**src/spi_defs.svh**
```systemverilog
// Register map, field positions and divider counts for the SPI block
//==============================================================
// Notes on behaviour
// - Interrupt enable gates transfer-complete, mode-fault and overrun onto one request.
// - Output enable resets low, connects the pins, cleared by a master mode fault.
// - Master select drives SCK out; cleared when select goes low in master mode.
// - Clock polarity sets the SCK idle level in master mode; as slave SCK is not driven.
// - Clock phase 0 captures on the first SCK edge, 1 on the second.
// - Divider enable and rate bits pick SCK from /4 to /128; ignored as slave.
// - Transfer-complete sets at byte end; cleared by status access then data access.
// - While transfer-complete is set, data writes are ignored until status is accessed.
// - Data write during a transfer sets the write-collision flag; sequence clears it.
// - Overrun sets when a byte ends with transfer-complete set; status read clears.
// - Mode fault sets on select low as master; status access then control write clears.
// - Output disable stops driving the data output pin.
// - Select management ignores the select pin and uses the internal select bit.
// - Internal select 0 means selected, 1 means deselected.
// - As master, each accepted data write starts one full-duplex byte.
// - Received byte is copied to a read buffer at byte end; reads see the buffer.
// - Data write loads the shift register directly, no holding buffer.
// - Reset clears all control bits and all status bits.
// - While mode fault is set, setting enable and master is refused outside clearing.
// - After overrun the buffer keeps the first byte; later bytes are lost.
// - Write collision only sets its flag, never an interrupt.
`ifndef SPI_DEFS_SVH
`define SPI_DEFS_SVH
// Register indexes; byte address is four times the index
`define IDX_DATA 6'h21
`define IDX_CTRL 6'h22
`define IDX_CSR 6'h23
// Control bits
`define CR_IE 7
`define CR_OE 6
`define CR_DIV 5
`define CR_MASTER_SELECT 4
`define CR_CLOCK_POLARITY 3
`define CR_CLOCK_PHASE 2
// Pin vector positions
`define PIN_SCK 0
`define PIN_MOSI 1
`define PIN_MISO 2
`define PIN_SS 3
// Half SCK period minus one, in clock cycles
`define HALF_DIV4 6'h01
`define HALF_DIV8 6'h03
`define HALF_DIV16 6'h07
`define HALF_DIV32 6'h0F
`define HALF_DIV64 6'h1F
`define HALF_DIV128 6'h3F
`define LAST_EDGE 4'hF
// Extra cycles a master waits before taking the returned bit
`define CAP_LAG 2'h2
`define RESP_OKAY 2'h0
`define RESP_SLVERR 2'h2
`endif

```
**src/spi_pkg.sv**
```systemverilog
// Types shared by the SPI block
package spi_pkg;
  typedef struct packed {
    logic [7:0] ctrl;
    logic transfer_complete_flag;
    logic write_collision_flag;
    logic overrun_flag;
    logic mode_fault_flag;
    logic output_disable;
    logic select_management;
    logic internal_select;
    logic csr_seen;
    logic mode_fault_flag_seen;
    logic [7:0] shreg;
    logic [7:0] rx_buf;
    logic [7:0] rx_sh;
    logic [1:0] cap_wait;
    logic cap_pend;
    logic fin_pend;
    logic dout;
    logic busy;
    logic [3:0] edge_cnt;
    logic [5:0] div_cnt;
    logic sck_o;
    logic [3:0] pin_s1;
    logic [3:0] pin_s2;
    logic [3:0] pin_s3;
    logic [3:0] pin_f;
    logic aw_ok;
    logic w_ok;
    logic [7:0] aw_addr;
    logic [7:0] w_data;
    logic w_lane0;
    logic awready;
    logic wready;
    logic bvalid;
    logic [1:0] bresp;
    logic arready;
    logic rvalid;
    logic [1:0] rresp;
    logic [7:0] rdata;
    logic sck_oe;
    logic mosi_oe;
    logic miso_oe;
    logic irq;
  } spi_state_t;
endpackage

```
**src/spi_master_slave_registers.sv**
```systemverilog
// SPI master/slave with AXI4-Lite register access
//
// Added by the designer: the AXI4-Lite slave port.
`timescale 1ns/10ps
`include "spi_defs.svh"
module spi_master_slave_registers
  import spi_pkg::*;
(
  input wire logic aclk, // System clock, 10 MHz
  input wire logic aresetn, // Synchronous reset, low active
  input wire logic [7:0] awaddr, // Write address
  input wire logic awvalid, // Write address valid
  output logic awready, // Write address ready
  input wire logic [31:0] wdata, // Write data
  input wire logic [3:0] wstrb, // Write byte strobes
  input wire logic wvalid, // Write data valid
  output logic wready, // Write data ready
  output logic [1:0] bresp, // Write response
  output logic bvalid, // Write response valid
  input wire logic bready, // Write response ready
  input wire logic [7:0] araddr, // Read address
  input wire logic arvalid, // Read address valid
  output logic arready, // Read address ready
  output logic [31:0] rdata, // Read data
  output logic [1:0] rresp, // Read response
  output logic rvalid, // Read data valid
  input wire logic rready, // Read data ready
  input wire logic sck_in, // Serial clock pin level
  output logic sck_out, // Serial clock drive value
  output logic sck_oe, // Serial clock drive enable
  input wire logic mosi_in, // Master-out pin level
  output logic mosi_out, // Master-out drive value
  output logic mosi_oe, // Master-out drive enable
  input wire logic miso_in, // Master-in pin level
  output logic miso_out, // Master-in drive value
  output logic miso_oe, // Master-in drive enable
  input wire logic ss_n_in, // Slave select pin, low active
  output logic irq // Interrupt request, high active
);
  spi_state_t st;
  spi_state_t nx;
  logic ss_level;
  logic wr_do;
  logic rd_do;
  logic wr_data;
  logic wr_ctrl;
  logic wr_csr;
  logic rd_data;
  logic rd_csr;
  logic sck_tick;
  logic spi_edge;
  logic din;
  logic finish;
  logic [7:0] byte_in;
  logic [7:0] ctrl_val;
  logic [5:0] rd_idx;

  //==============================================================
  // Helpers
  function automatic logic [5:0] half_count(input logic [2:0] rate);
    case (rate)
      3'b100: half_count = `HALF_DIV4;
      3'b000: half_count = `HALF_DIV8;
      3'b001: half_count = `HALF_DIV16;
      3'b110: half_count = `HALF_DIV32;
      3'b010: half_count = `HALF_DIV64;
      default: half_count = `HALF_DIV128;
    endcase
  endfunction

  function automatic logic addr_hit(input logic [7:0] addr, input logic [5:0] idx);
    addr_hit = (addr[7:2] == idx);
  endfunction

  function automatic logic mapped(input logic [7:0] addr);
    mapped = addr_hit(addr, `IDX_DATA) || addr_hit(addr, `IDX_CTRL) ||
             addr_hit(addr, `IDX_CSR);
  endfunction

  //==============================================================
  // Next state
  always_comb begin
    nx = st;
    // Three-stage pin sync; a level counts once stages two and three agree
    nx.pin_s1 = {ss_n_in, miso_in, mosi_in, sck_in};
    nx.pin_s2 = st.pin_s1;
    nx.pin_s3 = st.pin_s2;
    nx.pin_f = (~(st.pin_s2 ^ st.pin_s3) & st.pin_s3) | ((st.pin_s2 ^ st.pin_s3) & st.pin_f);
    ss_level = st.select_management ? st.internal_select : st.pin_f[`PIN_SS];
    din = st.ctrl[`CR_MASTER_SELECT] ? st.pin_f[`PIN_MISO] : st.pin_f[`PIN_MOSI];

    // Bus write channels
    if (awvalid && st.awready) begin
      nx.aw_ok = 1'b1;
      nx.aw_addr = awaddr;
      nx.awready = 1'b0;
    end
    if (wvalid && st.wready) begin
      nx.w_ok = 1'b1;
      nx.w_data = wdata[7:0];
      nx.w_lane0 = wstrb[0];
      nx.wready = 1'b0;
    end
    wr_do = st.aw_ok && st.w_ok && !st.bvalid;
    if (wr_do) begin
      nx.aw_ok = 1'b0;
      nx.w_ok = 1'b0;
      nx.bvalid = 1'b1;
      nx.bresp = mapped(st.aw_addr) ? `RESP_OKAY : `RESP_SLVERR;
    end
    if (st.bvalid && bready) begin
      nx.bvalid = 1'b0;
      nx.awready = 1'b1;
      nx.wready = 1'b1;
    end
    wr_data = wr_do && st.w_lane0 && addr_hit(st.aw_addr, `IDX_DATA);
    wr_ctrl = wr_do && st.w_lane0 && addr_hit(st.aw_addr, `IDX_CTRL);
    wr_csr = wr_do && st.w_lane0 && addr_hit(st.aw_addr, `IDX_CSR);

    // Bus read channels
    rd_do = arvalid && st.arready;
    rd_idx = araddr[7:2];
    rd_data = rd_do && addr_hit(araddr, `IDX_DATA);
    rd_csr = rd_do && addr_hit(araddr, `IDX_CSR);
    if (rd_do) begin
      nx.arready = 1'b0;
      nx.rvalid = 1'b1;
      nx.rresp = mapped(araddr) ? `RESP_OKAY : `RESP_SLVERR;
      case (rd_idx)
        `IDX_DATA: nx.rdata = st.rx_buf;
        `IDX_CTRL: nx.rdata = st.ctrl;
        `IDX_CSR: nx.rdata = {st.transfer_complete_flag, st.write_collision_flag, st.overrun_flag, st.mode_fault_flag, 1'b0, st.output_disable, st.select_management,
                              st.internal_select};
        default: nx.rdata = 8'h00;
      endcase
    end
    if (st.rvalid && rready) begin
      nx.rvalid = 1'b0;
      nx.arready = 1'b1;
    end

    // Status register access opens the clearing sequences
    if (rd_csr) begin
      nx.overrun_flag = 1'b0;
    end
    if (rd_csr || wr_csr) begin
      nx.csr_seen = 1'b1;
      if (st.mode_fault_flag) begin
        nx.mode_fault_flag_seen = 1'b1;
      end
    end
    if (wr_csr) begin
      nx.output_disable = st.w_data[2];
      nx.select_management = st.w_data[1];
      nx.internal_select = st.w_data[0];
    end
    ctrl_val = st.w_data;
    if (st.mode_fault_flag && !st.mode_fault_flag_seen) begin
      ctrl_val[`CR_OE] = 1'b0;
      ctrl_val[`CR_MASTER_SELECT] = 1'b0;
    end
    if (wr_ctrl) begin
      nx.ctrl = ctrl_val;
      if (st.mode_fault_flag_seen) begin
        nx.mode_fault_flag = 1'b0;
        nx.mode_fault_flag_seen = 1'b0;
      end
    end
    if ((rd_data || wr_data) && st.csr_seen) begin
      nx.transfer_complete_flag = 1'b0;
      nx.write_collision_flag = 1'b0;
      nx.csr_seen = 1'b0;
    end
    if (wr_data) begin
      if (st.busy || st.fin_pend) begin
        nx.write_collision_flag = 1'b1;
      end else if (!st.transfer_complete_flag || st.csr_seen) begin
        nx.shreg = st.w_data;
        nx.dout = st.w_data[7];
        if (st.ctrl[`CR_MASTER_SELECT]) begin
          nx.busy = 1'b1;
          nx.edge_cnt = 4'h0;
          nx.div_cnt = 6'h00;
        end
      end
    end

    // Edge source: divider as master, synced pin as slave
    sck_tick = 1'b0;
    if (st.busy && st.ctrl[`CR_MASTER_SELECT]) begin
      if (st.div_cnt == half_count({st.ctrl[`CR_DIV], st.ctrl[1:0]})) begin
        nx.div_cnt = 6'h00;
        sck_tick = 1'b1;
        nx.sck_o = ~st.sck_o;
      end else begin
        nx.div_cnt = st.div_cnt + 6'h01;
      end
    end
    spi_edge = sck_tick || (!st.ctrl[`CR_MASTER_SELECT] && st.ctrl[`CR_OE] && !ss_level &&
                (nx.pin_f[`PIN_SCK] != st.pin_f[`PIN_SCK]));
    byte_in = st.shreg;
    finish = 1'b0;
    // Master takes the returned bit late, covering the pin sync delay
    if (st.cap_pend) begin
      if (st.cap_wait == 2'h0) begin
        nx.cap_pend = 1'b0;
        nx.rx_sh = {st.rx_sh[6:0], din};
        if (st.fin_pend) begin
          nx.fin_pend = 1'b0;
          finish = 1'b1;
        end
      end else begin
        nx.cap_wait = st.cap_wait - 2'h1;
      end
    end
    if (spi_edge) begin
      nx.busy = 1'b1;
      nx.edge_cnt = st.edge_cnt + 4'h1;
      if (st.edge_cnt[0] == st.ctrl[`CR_CLOCK_PHASE]) begin
        byte_in = {st.shreg[6:0], din};
        nx.shreg = byte_in;
        if (st.ctrl[`CR_MASTER_SELECT]) begin
          nx.cap_pend = 1'b1;
          nx.cap_wait = `CAP_LAG;
        end else begin
          nx.rx_sh = {st.rx_sh[6:0], din};
        end
      end else begin
        nx.dout = st.shreg[7];
      end
      if (st.edge_cnt == `LAST_EDGE) begin
        nx.busy = 1'b0;
        nx.edge_cnt = 4'h0;
        if (nx.cap_pend) begin
          nx.fin_pend = 1'b1;
        end else begin
          finish = 1'b1;
        end
      end
    end
    // Byte end: load the buffer or flag an overrun
    if (finish) begin
      if (nx.transfer_complete_flag) begin
        nx.overrun_flag = 1'b1;
      end else begin
        nx.rx_buf = nx.rx_sh;
      end
      nx.transfer_complete_flag = 1'b1;
    end
    // Slave deselected mid-byte drops the partial byte
    if (!st.ctrl[`CR_MASTER_SELECT] && ss_level) begin
      nx.busy = 1'b0;
      nx.edge_cnt = 4'h0;
    end
    if (st.ctrl[`CR_MASTER_SELECT] && !ss_level) begin
      nx.mode_fault_flag = 1'b1;
      nx.ctrl[`CR_OE] = 1'b0;
      nx.ctrl[`CR_MASTER_SELECT] = 1'b0;
      nx.cap_pend = 1'b0;
      nx.fin_pend = 1'b0;
      nx.busy = 1'b0;
      nx.edge_cnt = 4'h0;
      nx.div_cnt = 6'h00;
    end
    if (!nx.busy) begin
      nx.sck_o = nx.ctrl[`CR_CLOCK_POLARITY];
    end
    nx.sck_oe = nx.ctrl[`CR_OE] && nx.ctrl[`CR_MASTER_SELECT];
    nx.mosi_oe = nx.ctrl[`CR_OE] && nx.ctrl[`CR_MASTER_SELECT] && !nx.output_disable;
    nx.miso_oe = nx.ctrl[`CR_OE] && !nx.ctrl[`CR_MASTER_SELECT] && !nx.output_disable && !ss_level;
    nx.irq = nx.ctrl[`CR_IE] && (nx.transfer_complete_flag || nx.mode_fault_flag || nx.overrun_flag);
  end

  //==============================================================
  // State register
  always_ff @(posedge aclk) begin
    if (!aresetn) begin
      st <= '0;
      st.awready <= 1'b1;
      st.wready <= 1'b1;
      st.arready <= 1'b1;
      st.pin_s1 <= 4'hF;
      st.pin_s2 <= 4'hF;
      st.pin_s3 <= 4'hF;
      st.pin_f <= 4'hF;
    end else begin
      st <= nx;
    end
  end

  assign awready = st.awready;
  assign wready = st.wready;
  assign bvalid = st.bvalid;
  assign bresp = st.bresp;
  assign arready = st.arready;
  assign rvalid = st.rvalid;
  assign rresp = st.rresp;
  assign rdata = {24'h000000, st.rdata};
  assign sck_out = st.sck_o;
  assign sck_oe = st.sck_oe;
  assign mosi_out = st.dout;
  assign mosi_oe = st.mosi_oe;
  assign miso_out = st.dout;
  assign miso_oe = st.miso_oe;
  assign irq = st.irq;
endmodule

```
**config.mk**
```make
export PLATFORM = sky130hd
export DESIGN_NAME = spi_master_slave_registers
export DESIGN_NICKNAME = d
export VERILOG_FILES = /design/src/spi_pkg.sv /design/src/spi_master_slave_registers.sv
export VERILOG_INCLUDE_DIRS = /design/src
export SDC_FILE = /design/constraint.sdc
export NUM_CORES = 1
export LEC_CHECK = 0
export BUFFER_PORTS_ARGS = -buffer_cell sky130_fd_sc_hd__buf_2
export CAP_MARGIN = 15
export CORE_MARGIN = 1.5
export CORE_UTILIZATION = 50
export DETAILED_ROUTE_END_ITERATION = 10
export GPL_TIMING_DRIVEN = 1
export MAX_ROUTING_LAYER = met4
export PLACE_DENSITY = 0.83
export SLEW_MARGIN = 5
export SYNTH_ARGS = -nofsm -noshare
export SYNTH_HDL_FRONTEND = slang
export SYNTH_SLANG_ARGS = --single-unit
```
**constraint.sdc**
```tcl
create_clock -name aclk -period 5.8 [get_ports aclk]
set_input_delay 1.16 -clock aclk [delete_from_list [all_inputs] [get_ports aclk]]
set_output_delay 1.16 -clock aclk [all_outputs]
set_load 0.01 [all_outputs]
```
==> flow_summary.json, run 1 <==
{
  "outcome": "completed",
  "synth-seq-cells": 110,
  "drt-wirelength-per-cell_um": 14.3,
  "mostFrequentLayoutCell": "dfxtp_1",
  "layout_min_cycle_time_ns": 2.82,
  "layout_worst_path_cycle_share_pct": 48.6,
  "setup_tns_ns": 0,
  "worst_setup_path_end_kind": "flop",
  "worst_r2r_startpoint": "st[107]",
  "hpwl_um": 7520,
  "cts.path.max_buffers": 2,
  "synth-edff-count": 0,
  "floorplan.die.width_um": 104,
  "regToRegSetupSlack_ns": 3.41,
  "htree_levels": 3,
  "tritoncts.num_buffers": 9,
  "hold-path-endpoint": "nx[46]",
  "die_height_um": 104,
  "critical_path_arrival_ns": 3.09,
  "remaining_drc_errors": 0,
  "cts_setup_buffers": 0,
  "p_leak_nw": 2.29,
  "grt_setup_unrepaired": "false",
  "synth_cell_types": 64,
  "slew_at_the_pin_with_the_worst_max_slew_slack_ns": 0.759,
  "rd_place_congestion": 0.855,
  "globalRoute.totalOverflow": 0,
  "wl_um": 10400,
  "drt_first_pass_iters": 5,
  "min_from": "nx[50]",
  "final_core_utilization_pct": 55.8,
  "postSynthAreaPerCell_um2": 9.20,
  "antenna_found_initial": 0,
  "mappedNetlistArea_um2": 5140,
  "ctsResizeCount": 0,
  "floorplan.die_area_um2": 10900,
  "viasPerCell": 5.39,
  "std_cell_rows": 36,
  "largest_net_degree_at_the_start_of_global_routing": 93,
  "drtAntennaViolNets": 0,
  "commonest_non_fill_non_tap_cells_in_the_layout": "110 x dfxtp_1, 69 x nand2_1, 53 x buf_2",
  "rr_worst_depth": 6,
  "worst_clock_skew_ns": 0.00955,
  "slew-limit-headroom_pct": 49.4,
  "seq_area_frac_synth_pct": 42.8,
  "worst_ir_drop_vdd_mv": 0.138,
  "nets": 652,
  "cts_hold_buf": 0,
  "clk_pin_slew_worst_paths_ns": 0.10,
  "postSynth.topFlopCell": "dfxtp_1",
  "num_vias": 3908,
  "path_max_fanout": 8,
  "min-delay-path-class": "reg -> reg",
  "io_pins": 111,
  "io_buffer_count": 53,
  "grt_first_pass_wirelength_um": 17100,
  "antenna_cells": 0,
  "timing.max_cap.violations": 0,
  "layout-drive-gt1-share_pct": 17.2,
  "postSynth.asyncResetShare_pct": 0,
  "worst_skew_pair.late_latency_ns": 0.38,
  "critical_path_class": "in -> reg",
  "tritoncts_clock_tree": "built",
  "overall_routing_resource_usage_pct": 19.9,
  "r2r-end": "st[66]",
  "power_density_nw_per_um2": 243,
  "hold_viol": 0,
  "initial_core_util_pct": 52.1,
  "core_area_um2": 9860,
  "setup_viol": 0,
  "warnings_from_yosys": 0,
  "syn_to_final_growth_pct": 6.98,
  "cp.required_ns": 6.07,
  "number_of_global_route_vias_before_repair": 3607,
  "synthCells": 559,
  "initialDrtViolationCount": 233,
  "clockRootBuffer": "clkbuf_8",
  "setup_crit_start_kind": "input port",
  "slew_viol_final": 0,
  "fmaxAchievable_mhz": 354,
  "worstHoldPathCells": 1,
  "cts_num_sinks": 110
}
==> layout make-up <==
| type | instances | area, um^2 |
|---|---|---|
| Sequential cell | 110 | 2200 |
| Timing Repair Buffer | 55 | 280 |
| Tap cell | 133 | 166 |
| Clock inverter | 5 | 65.1 |
| Clock buffer | 11 | 151 |
| Inverter | 10 | 37.5 |
| Fill cell | 842 | 4360 |
| Multi-Input combinational cell | 401 | 2600 |
==> through the flow <==
step,instances,setup slack (ns),total power [mW],area [um^2],hold slack [ns]
6_report,725,2.98,1.34,5500,0.413
5_1_grt,725,2.84,1.39,5500,0.435
3_3_place_gp,709,2.69,0.861,5280,0.391
4_1_cts,725,2.98,1.35,5500,0.420
3_5_place_dp,709,2.62,0.864,5280,0.395
2_1_floorplan,584,3.04,0.854,5240,0.386
==> Yosys cell counts, types with 4 or more instances <==
library cell,count,share of area (%)
a22oi_1,9,1.3
o21ai_0,30,2.9
dfxtp_1,110,43
nand4_1,8,0.97
nor2b_1,17,2.1
o211a_1,11,2.1
clkbuf_1,17,1.2
nand3_1,23,2.2
buf_4,40,5.8
nand2b_1,17,2.1
a21oi_1,15,1.5
nand4b_1,4,0.68
and2_1,22,2.7
nor2_1,24,1.8
a21boi_0,29,4.2
inv_1,10,0.73
and3_1,4,0.49
nand2_1,69,5.0
mux2_2,13,2.8
mux2i_1,24,4.7
==> cell families after synthesis <==
kind of cell	share of synthesized area (%)
mux	7.81
fa+ha+maj	0.487
other cells	0.0729
compound gates	18.4
simple gates	20.8
xor+xnor	1.14
buf+inv	8.47
flops	42.8
==> registers in the layout, indices dropped and copies added, names as in the netlist, named ones only <==
| register | cells |
|---|---|
| irq | 1 |
| awready | 1 |
| rvalid | 1 |
| mosi_oe | 1 |
| nx | 8 |
| sck_out | 1 |
| rresp | 1 |
| arready | 1 |
| miso_out | 1 |
| bvalid | 1 |
| miso_oe | 1 |
| st | 72 |
| bresp | 1 |
| rdata | 8 |
| wready | 1 |
| ctrl_val | 6 |
| sck_oe | 1 |
==> worst max-delay path, stage by stage <==
cell and delay, ns:
buf_2 0.10, nor4b_1 0.65, nand4_1 0.22, nand3_1 0.28
a21boi_2 0.26, a31oi_4 0.09, mux2_4 0.33
==> how the worst max path moves through the flow <==
stage / cells after the start / end / startpoint / slack [ns]
2_1_floorplan: 6 / st[88] / araddr[5] / 3.04
3_3_place_gp: 7 / st[88] / araddr[2] / 2.69
3_5_place_dp: 7 / st[88] / araddr[5] / 2.62
4_1_cts: 7 / st[88] / araddr[5] / 2.98
5_1_grt: 7 / st[88] / araddr[5] / 2.84
6_report: 7 / st[88] / araddr[5] / 2.98
==> report_power, final <==
group / internal, mW / switching [mW] / leakage, nW
clock network: 0.228 / 0.262 / 0.111
registers: 0.769 / 0.0121 / 0.893
logic: 0.0252 / 0.0407 / 1.29
==> metal layers <==
metal / share of wire [%] / wire length, um / vias to the layer above / GRT usage (%)
met5: 0 / 0 / - / -
met4: 1.6 / 161 / 0 / 7.44
met3: 3.9 / 404 / 13 / 2.63
met2: 48 / 5010 / 93 / 31.6
met1: 46 / 4810 / 1866 / 25.9
li1: - / - / 1936 / -
(Power assumes the default switching activity.)
==> run 2: changes to the inputs <==
==> constraint.sdc (replaced) <==
create_clock -name aclk -period 2.6 [get_ports aclk]
set_input_delay 0.52 -clock aclk [delete_from_list [all_inputs] [get_ports aclk]]
set_output_delay 0.52 -clock aclk [all_outputs]
set_load 0.01 [all_outputs]
==> run 2 against run 1 <==
- first-iteration DRC count down 24%
- global-route usage down 0.25 points
- sequential power up 120%
- non-clock buffer count up 7
- combinational power up 130%
- design area up 0.36%
- largest cell class unchanged
- highest routed layer unchanged
==> flow_summary.json, run 2 (same netlist as run 1, synthesis figures left out) <==
{
  "commonest_non_fill_non_tap_cells_in_the_layout": "110 x dfxtp_1, 69 x nand2_1, 53 x buf_2",
  "cts_num_sinks": 110,
  "fin_cells": 732,
  "grt_first_pass_wirelength_um": 17300,
  "hold_viol": 0,
  "core_area_um2": 9860,
  "io_buffer_count": 53,
  "io_pins": 111,
  "number_of_global_route_vias_before_repair": 3690,
  "slew_viol_final": 0,
  "drt_first_pass_iters": 4,
  "syn_to_final_growth_pct": 7.37,
  "worst_ir_drop_vdd_mv": 0.310,
  "detailroute.wirelength.met2_um": 5020,
  "floorplan.die.width_um": 104,
  "antenna_cells": 0,
  "tritoncts_clock_tree": "built",
  "setup_crit_start_kind": "flop",
  "worst_skew_pair.late_latency_ns": 0.37,
  "dr.max_layer_used": "met4",
  "outcome": "completed",
  "drt-wirelength-per-cell_um": 14.3,
  "cts.path.max_buffers": 2,
  "setup_viol": 0,
  "path_max_fanout": 19,
  "hpwl_um": 7690,
  "wl_um": 10500,
  "ctsResizeCount": 0,
  "post-layout-total-power_mw": 2.87,
  "cts_hold_buf": 0,
  "globalRoute.totalOverflow": 0,
  "min-delay-path-class": "in -> reg",
  "worst_setup_path_end_kind": "flop",
  "die_height_um": 104,
  "fmaxAchievable_mhz": 419,
  "stdcell_area_um2": 5520,
  "max_reg_flops": 72,
  "critical_path_arrival_ns": 2.68,
  "htree_levels": 3,
  "grt_setup_unrepaired": "false",
  "placed_cells": 716,
  "floorplan.die_area_um2": 10900,
  "tritoncts.num_buffers": 9,
  "layout_min_cycle_time_ns": 2.39,
  "placedInstanceArea_um2": 5340,
  "mostFrequentLayoutCell": "dfxtp_1",
  "drtAntennaViolNets": 0,
  "nets": 659,
  "regMostFlops": "st",
  "layout_worst_path_cycle_share_pct": 91.9,
  "std_cell_rows": 36,
  "largest_net_degree_at_the_start_of_global_routing": 64,
  "clk_pin_slew_worst_paths_ns": 0.11,
  "setup_tns_ns": 0,
  "viasPerCell": 5.43,
  "detailed_routed_wire_length_on_met3_um": 469,
  "cts_setup_buffers": 0,
  "initialDrtViolationCount": 176,
  "power_density_nw_per_um2": 519,
  "initial_core_util_pct": 52.1,
  "route.layer.met1.wl_um": 4830,
  "remaining_drc_errors": 0,
  "critical_path_class": "reg -> reg",
  "antenna_found_initial": 0,
  "overall_routing_resource_usage_pct": 19.7,
  "timing.max_cap.violations": 0,
  "cp.required_ns": 2.89,
  "worst_clock_skew_ns": 0.0127,
  "slew_at_the_pin_with_the_worst_max_slew_slack_ns": 0.555,
  "layout-drive-gt1-share_pct": 18.0,
  "num_vias": 3976,
  "rd_place_congestion": 0.867,
  "slew-limit-headroom_pct": 62.7,
  "clockRootBuffer": "clkbuf_8",
  "p_leak_nw": 2.31
}
==> run 2: worst paths after layout <==
path                start      to  slack [ns]  cells past startpoint
hold / removal    mosi_in  nx[49]        0.33                      2
setup / recovery  st[107]  st[66]        0.21                      6
setup reg to reg  st[107]  st[66]        0.21                      6
hold reg to reg    nx[50]  nx[46]        0.41                      1
==> run 2: per-layer routing <==
metal	vias to the layer above	GRT usage [%]
met5	-	-
met4	0	6.55
met3	15	2.94
met2	118	32.3
met1	1882	24.8
li1	1961	-
==> run 2: power by group <==
| group | internal, mW | switching, mW |
|---|---|---|
| Clock | 0.386 | 0.587 |
| Sequential | 1.72 | 0.0269 |
| Combinational | 0.0594 | 0.0923 |
| Total | 2.16 | 0.706 |
==> run 2: final cells by class <==
class / count / area (um^2)
Clock buffer: 11 / 141
Clock inverter: 5 / 42.5
Fill cell: 872 / 4340
Inverter: 10 / 37.5
Multi-Input combinational cell: 401 / 2600
Sequential cell: 110 / 2200
Tap cell: 133 / 166
Timing Repair Buffer: 62 / 333
==> run 2: through the flow <==
step | utilization, % | setup slack [ns] | hold WS (ns)
detailed placement | 54.1 | 0.275 | 0.394
global placement | 54.1 | 0.340 | 0.389
finish | 56.0 | 0.211 | 0.332
CTS | 56.0 | 0.227 | 0.322
floorplan | - | 0.481 | 0.386
global route | 56.0 | 0.0500 | 0.321
==> run 2: worst max-delay path, stage by stage (launching register included) <==
cell,delay [ns]
dfxtp_1,0.53
nor3b_2,0.25
o2111ai_2,0.18
a221oi_4,0.49
a31oi_4,0.27
or3_1,0.42
a31oi_1,0.17
